File: src/shared/temp_limit_pkg.sv
`default_nettype none
package temp_limit_pkg;
    localparam int NUM_CH = 4;
    localparam logic [7:0] ADDR_UNDER_STATUS = 8'h36;
    localparam logic [7:0] ADDR_CRIT_STATUS = 8'h37;
    localparam logic [7:0] ADDR_AVG_CTRL = 8'h40;
    localparam logic [7:0] ADDR_PART_ID = 8'hfd;
    localparam logic [7:0] ADDR_MAKER_ID = 8'hfe;
    localparam logic [7:0] ADDR_DIE_REV = 8'hff;
    localparam logic [7:0] RESET_STATUS = 8'h00;
    localparam logic [7:0] RESET_AVG_CTRL = 8'h00;
    localparam int AVG_FIELD_LSB = 0;
    localparam int AVG_FIELD_W = 2;
    // Consecutive count encodings and the counts they decode to
    localparam logic [2:0] CONSEC_ONE = 3'h0;
    localparam logic [2:0] CONSEC_TWO = 3'h1;
    localparam logic [2:0] CONSEC_THREE = 3'h3;
    localparam logic [2:0] CONSEC_FOUR = 3'h7;
    localparam logic [2:0] CNT_ONE = 3'h1;
    localparam logic [2:0] CNT_TWO = 3'h2;
    localparam logic [2:0] CNT_THREE = 3'h3;
    localparam logic [2:0] CNT_FOUR = 3'h4;

    typedef enum logic [1:0] {
        AVG_OFF = 2'b00,
        AVG_LEVEL1 = 2'b01,
        AVG_LEVEL2 = 2'b10
    } avg_level_e;

    // One measurement result from the conversion engine
    typedef struct packed {
        logic valid;
        logic [3:0] under;
        logic [3:0] over_crit;
        logic [3:0] below_crit_hyst;
    } meas_s;

    // Register access from the serial bus engine
    typedef struct packed {
        logic rd;
        logic wr;
        logic [7:0] addr;
        logic [7:0] wdata;
    } reg_req_s;
endpackage
`default_nettype wire

File: src/hw/temp_limit_status_filter_regs.sv
`timescale 1ns/1ps
`default_nettype none

// Function
// - Set per-channel under flag below low limit
// - Any under flag sets under summary bit
// - Reading under status clears flags and summary in latched mode
// - Alarm needs flag set and count reached
// - Flags latch, or follow live in comparator
// - Set per-channel critical flag above limit
// - Any critical flag sets critical summary
// - Reading critical status clears nothing
// - Critical flag clears below limit minus hysteresis
// - Critical summary clears when all clear
// - Any critical flag drives critical pin
// - Two-bit averaging field, external one only
// - Decode 00 off, 01/10 level1, 11 level2
// - Read-only part identifier register
// - Read-only maker identifier register
// - Read-only die revision register
// - Count field decodes one to four
module temp_limit_status_filter_regs #(
    parameter logic [7:0] PART_ID = 8'h11, // Arbitrary value
    parameter logic [7:0] MAKER_ID = 8'h22, // Arbitrary value
    parameter logic [7:0] DIE_REV = 8'h01 // Arbitrary value
) (
    // Clock and reset
    input wire logic clk_i,
    input wire logic nrst_i,
    // Register access
    input wire temp_limit_pkg::reg_req_s req_i,
    output logic [7:0] rdata_o,
    // Measurement results
    input wire temp_limit_pkg::meas_s meas_i,
    // Alarm configuration
    input wire logic comparator_mode_i,
    input wire logic [2:0] alarm_consecutive_count_i,
    // Status summary bits
    output logic under_summary_o,
    output logic crit_summary_o,
    // Averaging selection for external channel one
    output temp_limit_pkg::avg_level_e ext1_avg_level_o,
    // Pins
    output logic alarm_output_pin_o,
    output logic crit_pin_o
);

    ////////////////////////////////////////////////////////////////////
    // Register state
    logic [3:0] under_flags;
    logic [3:0] crit_flags;
    logic [1:0] avg_field;
    logic [2:0] consec_cnt;
    logic [2:0] needed_cnt;
    logic rd_under;
    logic wr_avg;
    logic any_under_now;

    assign rd_under = req_i.rd && (req_i.addr == temp_limit_pkg::ADDR_UNDER_STATUS);
    assign wr_avg = req_i.wr && (req_i.addr == temp_limit_pkg::ADDR_AVG_CTRL);
    assign any_under_now = meas_i.valid && (|meas_i.under);

    ////////////////////////////////////////////////////////////////////
    // Under-range flags
    // set, clear, comparator
    always_ff @(posedge clk_i or negedge nrst_i) begin
        if (!nrst_i) begin
            under_flags <= temp_limit_pkg::RESET_STATUS[3:0];
        end else if (comparator_mode_i) begin
            if (meas_i.valid) begin
                under_flags <= meas_i.under;
            end
        end else begin
            under_flags <= (rd_under ? 4'h0 : under_flags) | (meas_i.valid ? meas_i.under : 4'h0);
        end
    end

    // Critical flags
    // set, hysteresis clear
    generate
        for (genvar ch = 0; ch < temp_limit_pkg::NUM_CH; ch++) begin : g_crit
            always_ff @(posedge clk_i or negedge nrst_i) begin
                if (!nrst_i) begin
                    crit_flags[ch] <= 1'b0;
                end else if (meas_i.valid && meas_i.over_crit[ch]) begin
                    crit_flags[ch] <= 1'b1;
                end else if (meas_i.valid && meas_i.below_crit_hyst[ch]) begin
                    crit_flags[ch] <= 1'b0;
                end
            end
        end
    endgenerate

    ////////////////////////////////////////////////////////////////////
    // Summary bits and pins
    // summaries follow flags
    assign under_summary_o = |under_flags;
    assign crit_summary_o = |crit_flags;
    assign crit_pin_o = |crit_flags;

    // Consecutive count target
    // count decode
    always_comb begin
        case (alarm_consecutive_count_i)
            temp_limit_pkg::CONSEC_ONE: needed_cnt = temp_limit_pkg::CNT_ONE;
            temp_limit_pkg::CONSEC_TWO: needed_cnt = temp_limit_pkg::CNT_TWO;
            temp_limit_pkg::CONSEC_THREE: needed_cnt = temp_limit_pkg::CNT_THREE;
            temp_limit_pkg::CONSEC_FOUR: needed_cnt = temp_limit_pkg::CNT_FOUR;
            default: needed_cnt = temp_limit_pkg::CNT_ONE;
        endcase
    end

    // Consecutive out-of-limit measurement counter, saturating
    always_ff @(posedge clk_i or negedge nrst_i) begin
        if (!nrst_i) begin
            consec_cnt <= 3'h0;
        end else if (meas_i.valid) begin
            if (!any_under_now) begin
                consec_cnt <= 3'h0;
            end else if (consec_cnt < temp_limit_pkg::CNT_FOUR) begin
                consec_cnt <= consec_cnt + 3'h1;
            end
        end
    end

    // Alarm pin
    // gated by flags and count
    always_ff @(posedge clk_i or negedge nrst_i) begin
        if (!nrst_i) begin
            alarm_output_pin_o <= 1'b0;
        end else begin
            alarm_output_pin_o <= (|under_flags) && (consec_cnt >= needed_cnt);
        end
    end

    ////////////////////////////////////////////////////////////////////
    // Averaging control
    // low field writable only
    always_ff @(posedge clk_i or negedge nrst_i) begin
        if (!nrst_i) begin
            avg_field <= temp_limit_pkg::RESET_AVG_CTRL[1:0];
        end else if (wr_avg) begin
            avg_field <= req_i.wdata[temp_limit_pkg::AVG_FIELD_LSB +: temp_limit_pkg::AVG_FIELD_W];
        end
    end

    always_comb begin
        case (avg_field)
            2'b00: ext1_avg_level_o = temp_limit_pkg::AVG_OFF;
            2'b01: ext1_avg_level_o = temp_limit_pkg::AVG_LEVEL1;
            2'b10: ext1_avg_level_o = temp_limit_pkg::AVG_LEVEL1;
            default: ext1_avg_level_o = temp_limit_pkg::AVG_LEVEL2;
        endcase
    end

    ////////////////////////////////////////////////////////////////////
    // Read data, registered on the read strobe
    // identifiers and zero fill
    always_ff @(posedge clk_i or negedge nrst_i) begin
        if (!nrst_i) begin
            rdata_o <= 8'h00;
        end else if (req_i.rd) begin
            case (req_i.addr)
                temp_limit_pkg::ADDR_UNDER_STATUS: rdata_o <= {4'h0, under_flags};
                temp_limit_pkg::ADDR_CRIT_STATUS: rdata_o <= {4'h0, crit_flags};
                temp_limit_pkg::ADDR_AVG_CTRL: rdata_o <= {6'h00, avg_field};
                temp_limit_pkg::ADDR_PART_ID: rdata_o <= PART_ID;
                temp_limit_pkg::ADDR_MAKER_ID: rdata_o <= MAKER_ID;
                temp_limit_pkg::ADDR_DIE_REV: rdata_o <= DIE_REV;
                default: rdata_o <= 8'h00;
            endcase
        end
    end

    ////////////////////////////////////////////////////////////////////
    // Assertions
    a_under_clear_read: assert property (@(posedge clk_i) disable iff (!nrst_i)
        (rd_under && !comparator_mode_i && !meas_i.valid) |=> (under_flags == 4'h0))
        else $error("under flags not cleared by read");
    a_under_set_wins: assert property (@(posedge clk_i) disable iff (!nrst_i)
        (rd_under && !comparator_mode_i && meas_i.valid) |=> (under_flags == $past(meas_i.under)))
        else $error("new under flag lost on read");
    a_under_latch: assert property (@(posedge clk_i) disable iff (!nrst_i)
        (!rd_under && !comparator_mode_i) |=> ((under_flags & $past(under_flags)) == $past(under_flags)))
        else $error("under flag dropped without read");
    a_crit_set: assert property (@(posedge clk_i) disable iff (!nrst_i)
        (meas_i.valid && meas_i.over_crit[0]) |=> crit_flags[0])
        else $error("critical flag not set");
    a_crit_read_keep: assert property (@(posedge clk_i) disable iff (!nrst_i)
        (req_i.rd && req_i.addr == temp_limit_pkg::ADDR_CRIT_STATUS && !meas_i.valid) |=> $stable(crit_flags))
        else $error("critical read changed flags");
    a_crit_pin: assert property (@(posedge clk_i) disable iff (!nrst_i)
        crit_pin_o == (crit_flags != 4'h0))
        else $error("critical pin mismatch");
    a_alarm_gate: assert property (@(posedge clk_i) disable iff (!nrst_i)
        alarm_output_pin_o |-> $past(under_flags != 4'h0))
        else $error("alarm without flag");
    a_avg_decode: assert property (@(posedge clk_i) disable iff (!nrst_i)
        (avg_field == 2'b10) |-> (ext1_avg_level_o == temp_limit_pkg::AVG_LEVEL1))
        else $error("averaging decode wrong");
    a_id_read: assert property (@(posedge clk_i) disable iff (!nrst_i)
        (req_i.rd && req_i.addr == temp_limit_pkg::ADDR_PART_ID) |=> (rdata_o == PART_ID))
        else $error("part id read wrong");
    c_under_read: cover property (@(posedge clk_i) disable iff (!nrst_i) under_summary_o ##1 rd_under);
    c_alarm_four: cover property (@(posedge clk_i) disable iff (!nrst_i)
        (alarm_consecutive_count_i == temp_limit_pkg::CONSEC_FOUR) && alarm_output_pin_o);
    c_crit_clear: cover property (@(posedge clk_i) disable iff (!nrst_i) crit_summary_o ##1 !crit_summary_o);
    // Comparator mode tracking the live condition
    c_comp_follow: cover property (@(posedge clk_i) disable iff (!nrst_i)
        comparator_mode_i && under_summary_o ##1 !under_summary_o);
    // Heaviest averaging selected
    c_avg_level2: cover property (@(posedge clk_i) disable iff (!nrst_i)
        ext1_avg_level_o == temp_limit_pkg::AVG_LEVEL2);

    ////////////////////////////////////////////////////////////////////
    // Summary bits raised by a new flag
    a_under_summary: assert property (@(posedge clk_i) disable iff (!nrst_i)
        (meas_i.valid && (meas_i.under != 4'h0)) |=> under_summary_o)
        else $error("under summary not raised");
    a_crit_summary: assert property (@(posedge clk_i) disable iff (!nrst_i)
        (meas_i.valid && (meas_i.over_crit != 4'h0)) |=> crit_summary_o)
        else $error("critical summary not raised");
    // Critical summary drops only with the last flag
    a_crit_summary_drop: assert property (@(posedge clk_i) disable iff (!nrst_i)
        $fell(crit_summary_o) |-> (crit_flags == 4'h0) && ($past(crit_flags) != 4'h0))
        else $error("critical summary dropped early");

    // Comparator mode: a read leaves the live flags alone
    a_comp_no_clear: assert property (@(posedge clk_i) disable iff (!nrst_i)
        (rd_under && comparator_mode_i && !meas_i.valid) |=> $stable(under_flags))
        else $error("comparator read cleared flags");

    ////////////////////////////////////////////////////////////////////
    // Alarm timing against the count setting
    // Setting one: a single out-of-limit result raises the pin two edges later
    a_alarm_single: assert property (@(posedge clk_i) disable iff (!nrst_i)
        ((alarm_consecutive_count_i == temp_limit_pkg::CONSEC_ONE) && meas_i.valid && (meas_i.under != 4'h0))
        ##1 (alarm_consecutive_count_i == temp_limit_pkg::CONSEC_ONE) |=> alarm_output_pin_o)
        else $error("alarm late for single count");
    // Setting four: the pin needs four results in a row
    a_alarm_four: assert property (@(posedge clk_i) disable iff (!nrst_i)
        (alarm_output_pin_o && ($past(alarm_consecutive_count_i) == temp_limit_pkg::CONSEC_FOUR))
        |-> ($past(consec_cnt) == temp_limit_pkg::CNT_FOUR))
        else $error("alarm before fourth result");
    // No flag, no alarm, whatever the count
    a_alarm_quiet: assert property (@(posedge clk_i) disable iff (!nrst_i)
        (under_flags == 4'h0) |=> !alarm_output_pin_o)
        else $error("alarm with no flag");

    ////////////////////////////////////////////////////////////////////
    // Consecutive counter: a clean result restarts the run
    a_count_restart: assert property (@(posedge clk_i) disable iff (!nrst_i)
        (meas_i.valid && (meas_i.under == 4'h0)) |=> (consec_cnt == 3'h0))
        else $error("count not restarted");
    // The count never climbs past four
    a_count_ceiling: assert property (@(posedge clk_i) disable iff (!nrst_i)
        consec_cnt <= temp_limit_pkg::CNT_FOUR)
        else $error("count above four");

    ////////////////////////////////////////////////////////////////////
    // Averaging field write and hold
    a_avg_write: assert property (@(posedge clk_i) disable iff (!nrst_i)
        wr_avg |=> (avg_field == $past(req_i.wdata[temp_limit_pkg::AVG_FIELD_LSB +: temp_limit_pkg::AVG_FIELD_W])))
        else $error("averaging field not written");
    a_avg_hold: assert property (@(posedge clk_i) disable iff (!nrst_i)
        !wr_avg |=> $stable(avg_field))
        else $error("averaging field changed without write");
    // Full decode of the two-bit field
    a_avg_decode_all: assert property (@(posedge clk_i) disable iff (!nrst_i)
        ext1_avg_level_o == ((avg_field == 2'h0) ? temp_limit_pkg::AVG_OFF :
        (avg_field == 2'h3) ? temp_limit_pkg::AVG_LEVEL2 : temp_limit_pkg::AVG_LEVEL1))
        else $error("averaging decode mismatch");

    ////////////////////////////////////////////////////////////////////
    // Identifier reads and zero fill
    a_maker_read: assert property (@(posedge clk_i) disable iff (!nrst_i)
        (req_i.rd && req_i.addr == temp_limit_pkg::ADDR_MAKER_ID) |=> (rdata_o == MAKER_ID))
        else $error("maker id read wrong");
    a_rev_read: assert property (@(posedge clk_i) disable iff (!nrst_i)
        (req_i.rd && req_i.addr == temp_limit_pkg::ADDR_DIE_REV) |=> (rdata_o == DIE_REV))
        else $error("die revision read wrong");
    // Status and control reads keep their unused bits at zero
    a_status_upper: assert property (@(posedge clk_i) disable iff (!nrst_i)
        (req_i.rd && (req_i.addr == temp_limit_pkg::ADDR_UNDER_STATUS ||
        req_i.addr == temp_limit_pkg::ADDR_CRIT_STATUS)) |=> (rdata_o[7:4] == 4'h0))
        else $error("status upper bits not zero");
    a_ctrl_upper: assert property (@(posedge clk_i) disable iff (!nrst_i)
        (req_i.rd && req_i.addr == temp_limit_pkg::ADDR_AVG_CTRL) |=> (rdata_o[7:2] == 6'h00))
        else $error("control upper bits not zero");
    // A clearing read still returns the flags seen before the clear
    a_under_read_data: assert property (@(posedge clk_i) disable iff (!nrst_i)
        rd_under |=> (rdata_o[3:0] == $past(under_flags)))
        else $error("under read data wrong");
    // Read data stands until the next read
    a_rdata_hold: assert property (@(posedge clk_i) disable iff (!nrst_i)
        !req_i.rd |=> $stable(rdata_o))
        else $error("read data changed without read");

    ////////////////////////////////////////////////////////////////////
    // Per-channel checks, one copy for each flag bit
    // Each bit is watched alone so a stuck or swapped channel shows up
    // even while another channel holds the summary high
    generate
        for (genvar ch = 0; ch < temp_limit_pkg::NUM_CH; ch++) begin : g_chan_chk
            // A measurement below the low limit sets its bit in either mode
            a_under_set_ch: assert property (@(posedge clk_i) disable iff (!nrst_i)
                (meas_i.valid && meas_i.under[ch]) |=> under_flags[ch])
                else $error("under flag not set");
            // Comparator mode copies the live bit
            a_under_live_ch: assert property (@(posedge clk_i) disable iff (!nrst_i)
                (comparator_mode_i && meas_i.valid) |=> (under_flags[ch] == $past(meas_i.under[ch])))
                else $error("under flag not following live bit");
            // Above the critical limit sets the bit, even with hysteresis seen
            a_crit_set_ch: assert property (@(posedge clk_i) disable iff (!nrst_i)
                (meas_i.valid && meas_i.over_crit[ch]) |=> crit_flags[ch])
                else $error("critical flag not set");
            // Below limit minus hysteresis clears the bit
            a_crit_clear_ch: assert property (@(posedge clk_i) disable iff (!nrst_i)
                (meas_i.valid && !meas_i.over_crit[ch] && meas_i.below_crit_hyst[ch]) |=> !crit_flags[ch])
                else $error("critical flag not cleared by hysteresis");
            // Without a measurement the bit stays put, reads included
            a_crit_hold_ch: assert property (@(posedge clk_i) disable iff (!nrst_i)
                !meas_i.valid |=> $stable(crit_flags[ch]))
                else $error("critical flag changed without measurement");
            // Any set bit drives the critical pin
            a_crit_pin_ch: assert property (@(posedge clk_i) disable iff (!nrst_i)
                crit_flags[ch] |-> crit_pin_o)
                else $error("critical pin not driven");
        end
    endgenerate

    ////////////////////////////////////////////////////////////////////
    // Elaboration guard: flag vectors and the status fields of the read data are four bits wide
    if (temp_limit_pkg::NUM_CH != 4) begin : g_bad_ch_count
        $error("channel count must be four");
    end
endmodule

`default_nettype wire

File: config.mk
export PLATFORM = sky130hd
export DESIGN_NAME = temp_limit_status_filter_regs
export DESIGN_NICKNAME = d
export VERILOG_FILES = /design/src/shared/temp_limit_pkg.sv /design/src/hw/temp_limit_status_filter_regs.sv
export SDC_FILE = /design/constraint.sdc
export NUM_CORES = 1
export LEC_CHECK = 0
export ABC_CLOCK_PERIOD_IN_PS = 1800
export BUFFER_PORTS_ARGS = -buffer_cell sky130_fd_sc_hd__buf_2
export CORE_ASPECT_RATIO = 1.4
export CORE_UTILIZATION = 49
export DETAILED_ROUTE_END_ITERATION = 10
export PLACE_DENSITY = 0.9
export SYNTH_ARGS = -nofsm -noshare
export SYNTH_HDL_FRONTEND = slang
export SYNTH_SLANG_ARGS = --single-unit
File: constraint.sdc
create_clock -name clk_i -period 1.8 [get_ports clk_i]
set_input_delay 0.09 -clock clk_i [delete_from_list [all_inputs] [get_ports clk_i]]
set_output_delay 0.09 -clock clk_i [all_outputs]
set_load 0.03 [all_outputs]
Word-level counts from Yosys, hierarchy flattened
Cells that the tools add are included.
{"block": "totals", "regBits": 22, "latchBits": 0, "ramBits": 0, "rom_bits": 0, "in_bits": 37, "output_inout_bits": 14, "wordCells": 65, "n_memories": 0}
{"block": "classes", "add_sub_neg": 1, "multipliers": 0, "div_mod_pow": 0, "order_cmp": 2, "n_eq_ne": 13, "shift": 0, "mux": 17, "bitwise": 1, "reduce_logical": 22}
{"op": "one-hot mux 6 bit (6 select lines)", "count": 1}
{"op": "equality test 8 bit (second input constant)", "count": 3}
{"op": "equality test 8 x 6 -> 1 bit (second input constant)", "count": 2}
{"op": "2-to-1 mux 4 bit", "count": 4}
{"op": "logical AND 1 bit", "count": 12}
{"op": "OR reduction 4 bit", "count": 3}
{"op": "one-hot mux 3 bit (3 select lines)", "count": 1}
{"op": "equality test 8 x 7 -> 1 bit (second input constant)", "count": 1}
{"op": "2-to-1 mux 1 bit", "count": 8}
{"op": "nonzero test 2 bit", "count": 4}
{"op": "2-to-1 mux 3 bit", "count": 2}
{"op": "bitwise OR 4 bit", "count": 1}
{"op": "one-hot mux 2 bit (2 select lines)", "count": 1}
{"op": "adder 3 x 1 -> 3 bit (second input constant)", "count": 1}
{"op": "equality test 3 x 1 -> 1 bit (second input constant)", "count": 1}
{"op": "equality test 3 x 2 -> 1 bit (second input constant)", "count": 1}
{"op": "equality test 3 bit (second input constant)", "count": 1}
{"op": ">= comparator 3 bit", "count": 1}
{"op": "< comparator 3 bit (second input constant)", "count": 1}
{"op": "equality test 2 x 1 -> 1 bit (second input constant)", "count": 1}
{"op": "equality test 2 bit (second input constant)", "count": 1}
{"op": "zero test 2 bit", "count": 1}
{"op": "!= test 2 x 1 -> 1 bit (second input constant)", "count": 1}
{"op": "!= test 2 bit (second input constant)", "count": 1}
{"op": "2 further kinds", "count": 2}

Longest topological paths before layout
{"block": "depth", "word_depth": 5, "depth_mapped": 7, "ltp_nobuf": 7}

Worst setup path after synthesis
Ideal clock, no wire load.
{"block": "synth_path", "kind": "register to output", "startpoint": "reg crit_flags[0]", "endpoint": "out crit_summary_o", "arrival_time_ns": 1.302, "required_ns": 1.710, "setup_slack_ns": 0.408, "stages_incl_launch_ff": 3, "path_buffers": 1, "cell_sequence": "dfrtp_1 -> or4_1 -> buf_4"}
{"block": "synth_between", "elab_chain_cells": 1}
{"element": "start, declared", "line_no": "temp_limit_status_filter_regs.sv:51", "text": "logic [3:0] crit_flags;"}
{"element": "start signal, assigned by index", "line_no": "temp_limit_status_filter_regs.sv:84", "text": "crit_flags[ch] <= 1'b0;"}
{"element": "start signal, assigned by index", "line_no": "temp_limit_status_filter_regs.sv:86", "text": "crit_flags[ch] <= 1'b1;"}
{"element": "start signal, assigned by index", "line_no": "temp_limit_status_filter_regs.sv:88", "text": "crit_flags[ch] <= 1'b0;"}
{"element": "OR reduction 4 bit"}
{"element": "end, declared", "line_no": "temp_limit_status_filter_regs.sv:40", "text": "output logic crit_summary_o,"}
Every way passes these cells.

Final worst setup path
{"block": "layout_path", "startpoint": "reg under_flags[0]", "endpoint": "out under_summary_o"}
{"block": "layout_between", "elab_chain_cells": 1}
{"element": "start, declared", "line_no": "temp_limit_status_filter_regs.sv:50", "text": "logic [3:0] under_flags;"}
{"element": "start signal, assigned", "line_no": "temp_limit_status_filter_regs.sv:68", "text": "under_flags <= temp_limit_pkg::RESET_STATUS[3:0];"}
{"element": "start signal, assigned", "line_no": "temp_limit_status_filter_regs.sv:71", "text": "under_flags <= meas_i.under;"}
{"element": "start signal, assigned", "line_no": "temp_limit_status_filter_regs.sv:74", "text": "under_flags <= (rd_under ? 4'h0 : under_flags) | (meas_i.valid ? meas_i.under : 4'h0);"}
{"element": "OR reduction 4 bit", "line_no": "temp_limit_status_filter_regs.sv:97", "text": "assign under_summary_o = |under_flags;"}
{"element": "end, declared", "line_no": "temp_limit_status_filter_regs.sv:39", "text": "output logic under_summary_o,"}
Every way passes these cells.

==> reports/metrics.yaml <==
flow_run:
  cap_violations: 0
floorplanning:
  dieWidth_um: 42.3
  fp.coreArea_mm2: 0.00215
  die_height_um: 58.4
  ioPinCount: 51
  placementRows: 20
  initial_utilization_pct: 51.7
  die-area_mm2: 0.00247
min_path:
  hold_end: "crit_flags[0]"
  hold_path_depth: 2
  min_path_type: "primary input to flop"
  hp-start: "meas_i[4]"
sta:
  setup_slack_ns: 0.224
  fmax_mhz: 634
  min_period_over_period_pct: 87.6
  layout_min_cycle_time_ns: 1.58
  clock_skew_ns: 0.00763
  final-max-slew-violation-count: 0
  tightest_slew_ns: 0.506
  setup_violations: 0
  final_hold_viol_count: 0
  rsz0062_at_grt: "no"
  setup_tns_ns: 0
  slew_headroom_pct: 65.9
finish:
  fin_cells: 169
  drive_gt1_share_pct: 38.8
  mostFrequentLayoutCells: "buf_2 (42), dfrtp_1 (20), nand2_1 (10)"
  final_common_cell: "buf_2"
  seqCellArea_um2: 500
  diodes: 0
  syn_to_final_growth_pct: 23.6
  utilization_pct: 63.9
  multi_input_area_um2: 548
  fillerInstances: 193
  fin_nets: 190
global_route:
  grt_antenna_before_repair: 0
  grt_pass1_wl_um: 4220
  grt_usage_pct: 22.2
  grt_pass1_vias: 986
  grt_max_degree: 21
  grt_overflow_total: 0
detailed_routing:
  drt_first_pass_iters: 4
  drc: 0
  ant_nets: 0
  drt_wl_total_um: 2330
  wl_per_cell_um: 13.8
  via_per_inst: 5.75
  drtIter0Drc: 14
  vias: 971
clock_tree:
  clkLatencyLatePin_ns: 0.30
  numCtsBuffers: 3
  cts_buffer_depth: 2
  cts_tree: "yes"
  cts_sinks: 20
  clock-root-buffer: "clkbuf_4"
  htreeDepth: 1
  clkTransAtPathRegs_ns: 0.12
  cts_setup_buffers: 0
power_and_ir_drop:
  cellLeakagePower_nw: 0.675
  peakVddDrop_v: 0.000711
  powerDensity_mw_per_mm2: 918
  finalPower_mw: 1.26
critical_path:
  path_max_fanout: 3
  timing.rr.end: "alarm_output_pin_o"
  rrSetupSlack_ns: 0.49
  crit_type: "flop to output pin"
  reg2regPathDepth: 6
  cp-start-kind: "flop"
  required_ns: 1.71
  critPathCaptureType: "output pin"
  cp.arrival_ns: 1.49
  regToRegStartpoint: "consec_cnt[0]"
synthesis:
  ys_seq_area_share_pct: 45.0
  synth_area_mm2: 0.00111
  synth_top_area_share_pct: 45.0
  ys_async_sr_fraction_pct: 100
  yosysWarnings: 0
  yosysUniqueCellTypes: 35
  synth_largest_area_cell: "dfrtp_1"
  synth_seq_cells: 20
  synthCells: 106
  synthTopCellsByArea: "dfrtp_1 (45%), a22o_1 (7.1%), ha_1 (5.6%)"
  synth-edff-count: 0
  synthFlopType: "dfrtp_1"
  avgSynthCellArea_um2: 10.5
placed_design:
  dp.cells: 164
  dp_hpwl_um: 1840
  place_ws_ns: 0.288
  gp_congestion: 0.876
  io_buffers: 42
run_status:
  run_status: "complete, no violations"
[critical path, cell delays in order, from the launching register on]
cell and delay [ns]:
dfrtp_1 0.41, or4_1 0.57, buf_2 0.21
[timing repair]
action | in CTS | in global routing
setup endpoints to repair | 0 | 0
hold endpoints to repair | 20 | 0
resized for setup | 0 | 0
hold buffers | 1 | 0
[how the worst max path moves through the flow]
stage / cells past startpoint / from / slack [ns] / endpoint
2_1_floorplan: 2 / crit_flags[0] / 0.41 / crit_summary_o
3_3_place_gp: 5 / req_i[9] / 0.31 / avg_field[0]
3_5_place_dp: 5 / req_i[9] / 0.29 / avg_field[1]
4_1_cts: 2 / under_flags[0] / 0.22 / under_summary_o
5_1_grt: 2 / under_flags[0] / 0.18 / under_summary_o
6_report: 2 / under_flags[0] / 0.22 / under_summary_o
[power by group]
group / internal [mW] / switching, mW / total, mW
Sequential: 0.516 / 0.0522 / 0.569
Clock: 0.225 / 0.136 / 0.361
Combinational: 0.159 / 0.174 / 0.332
[synth_stat cells (all sizes together), types with 2 or more instances]
cell type  count
nor2           3
dfrtp         20
nor3b          2
or4            2
nand2b         3
ha             5
a21oi          3
mux2           6
nor2b          2
nand4          2
o22ai          3
a22o           9
o21ai          4
clkbuf         3
and3           4
inv            7
buf            4
o21a           2
nand2         10
[registers in the layout, indices dropped and copies added, names as in the netlist]
name                cells
alarm_output_pin_o      1
rdata_o                 6
crit_flags              4
under_flags             4
avg_field               2
consec_cnt              3
[layer usage]
metal	up-vias	share of wire (%)	global-route usage (%)
met5	-	0	0
met4	0	1.4	9.38
met3	4	4.7	2.45
met2	36	53	40.2
met1	464	41	26.4
li1	467	-	-
[through the flow]
stage / cell area (µm²) / hold slack (ns)
4_1_cts: 1380 / 0.00741
3_3_place_gp: 1310 / 0.0504
3_5_place_dp: 1310 / 0.0679
6_report: 1380 / 0.0171
2_1_floorplan: 1120 / -0.206
5_1_grt: 1380 / 0.0129
[logic make-up after synthesis]
| kind of cell | count (synthesis) | synth area share, % |
|---|---|---|
| and+or+nand+nor | 35 | 20.0 |
| AOI/OAI and AO/OA | 24 | 15.4 |
| DFF | 20 | 45.0 |
| buffers and inverters | 14 | 6.07 |
| muxes | 6 | 6.75 |
| adders and majority gates | 5 | 5.62 |
| other | 1 | 0.337 |
| xor gates and xnor gates | 1 | 0.788 |
[final cells by class]
type / instances / area share (%)
flip-flops and latches: 20 / 36.4
well taps: 22 / 2.00
clock inverters: 1 / 2.18
repair buffers: 43 / 16.0
inverters: 7 / 1.91
clock buffers: 3 / 1.64
multi-input cells: 73 / 39.9
Power figures use the tool's default switching activity.
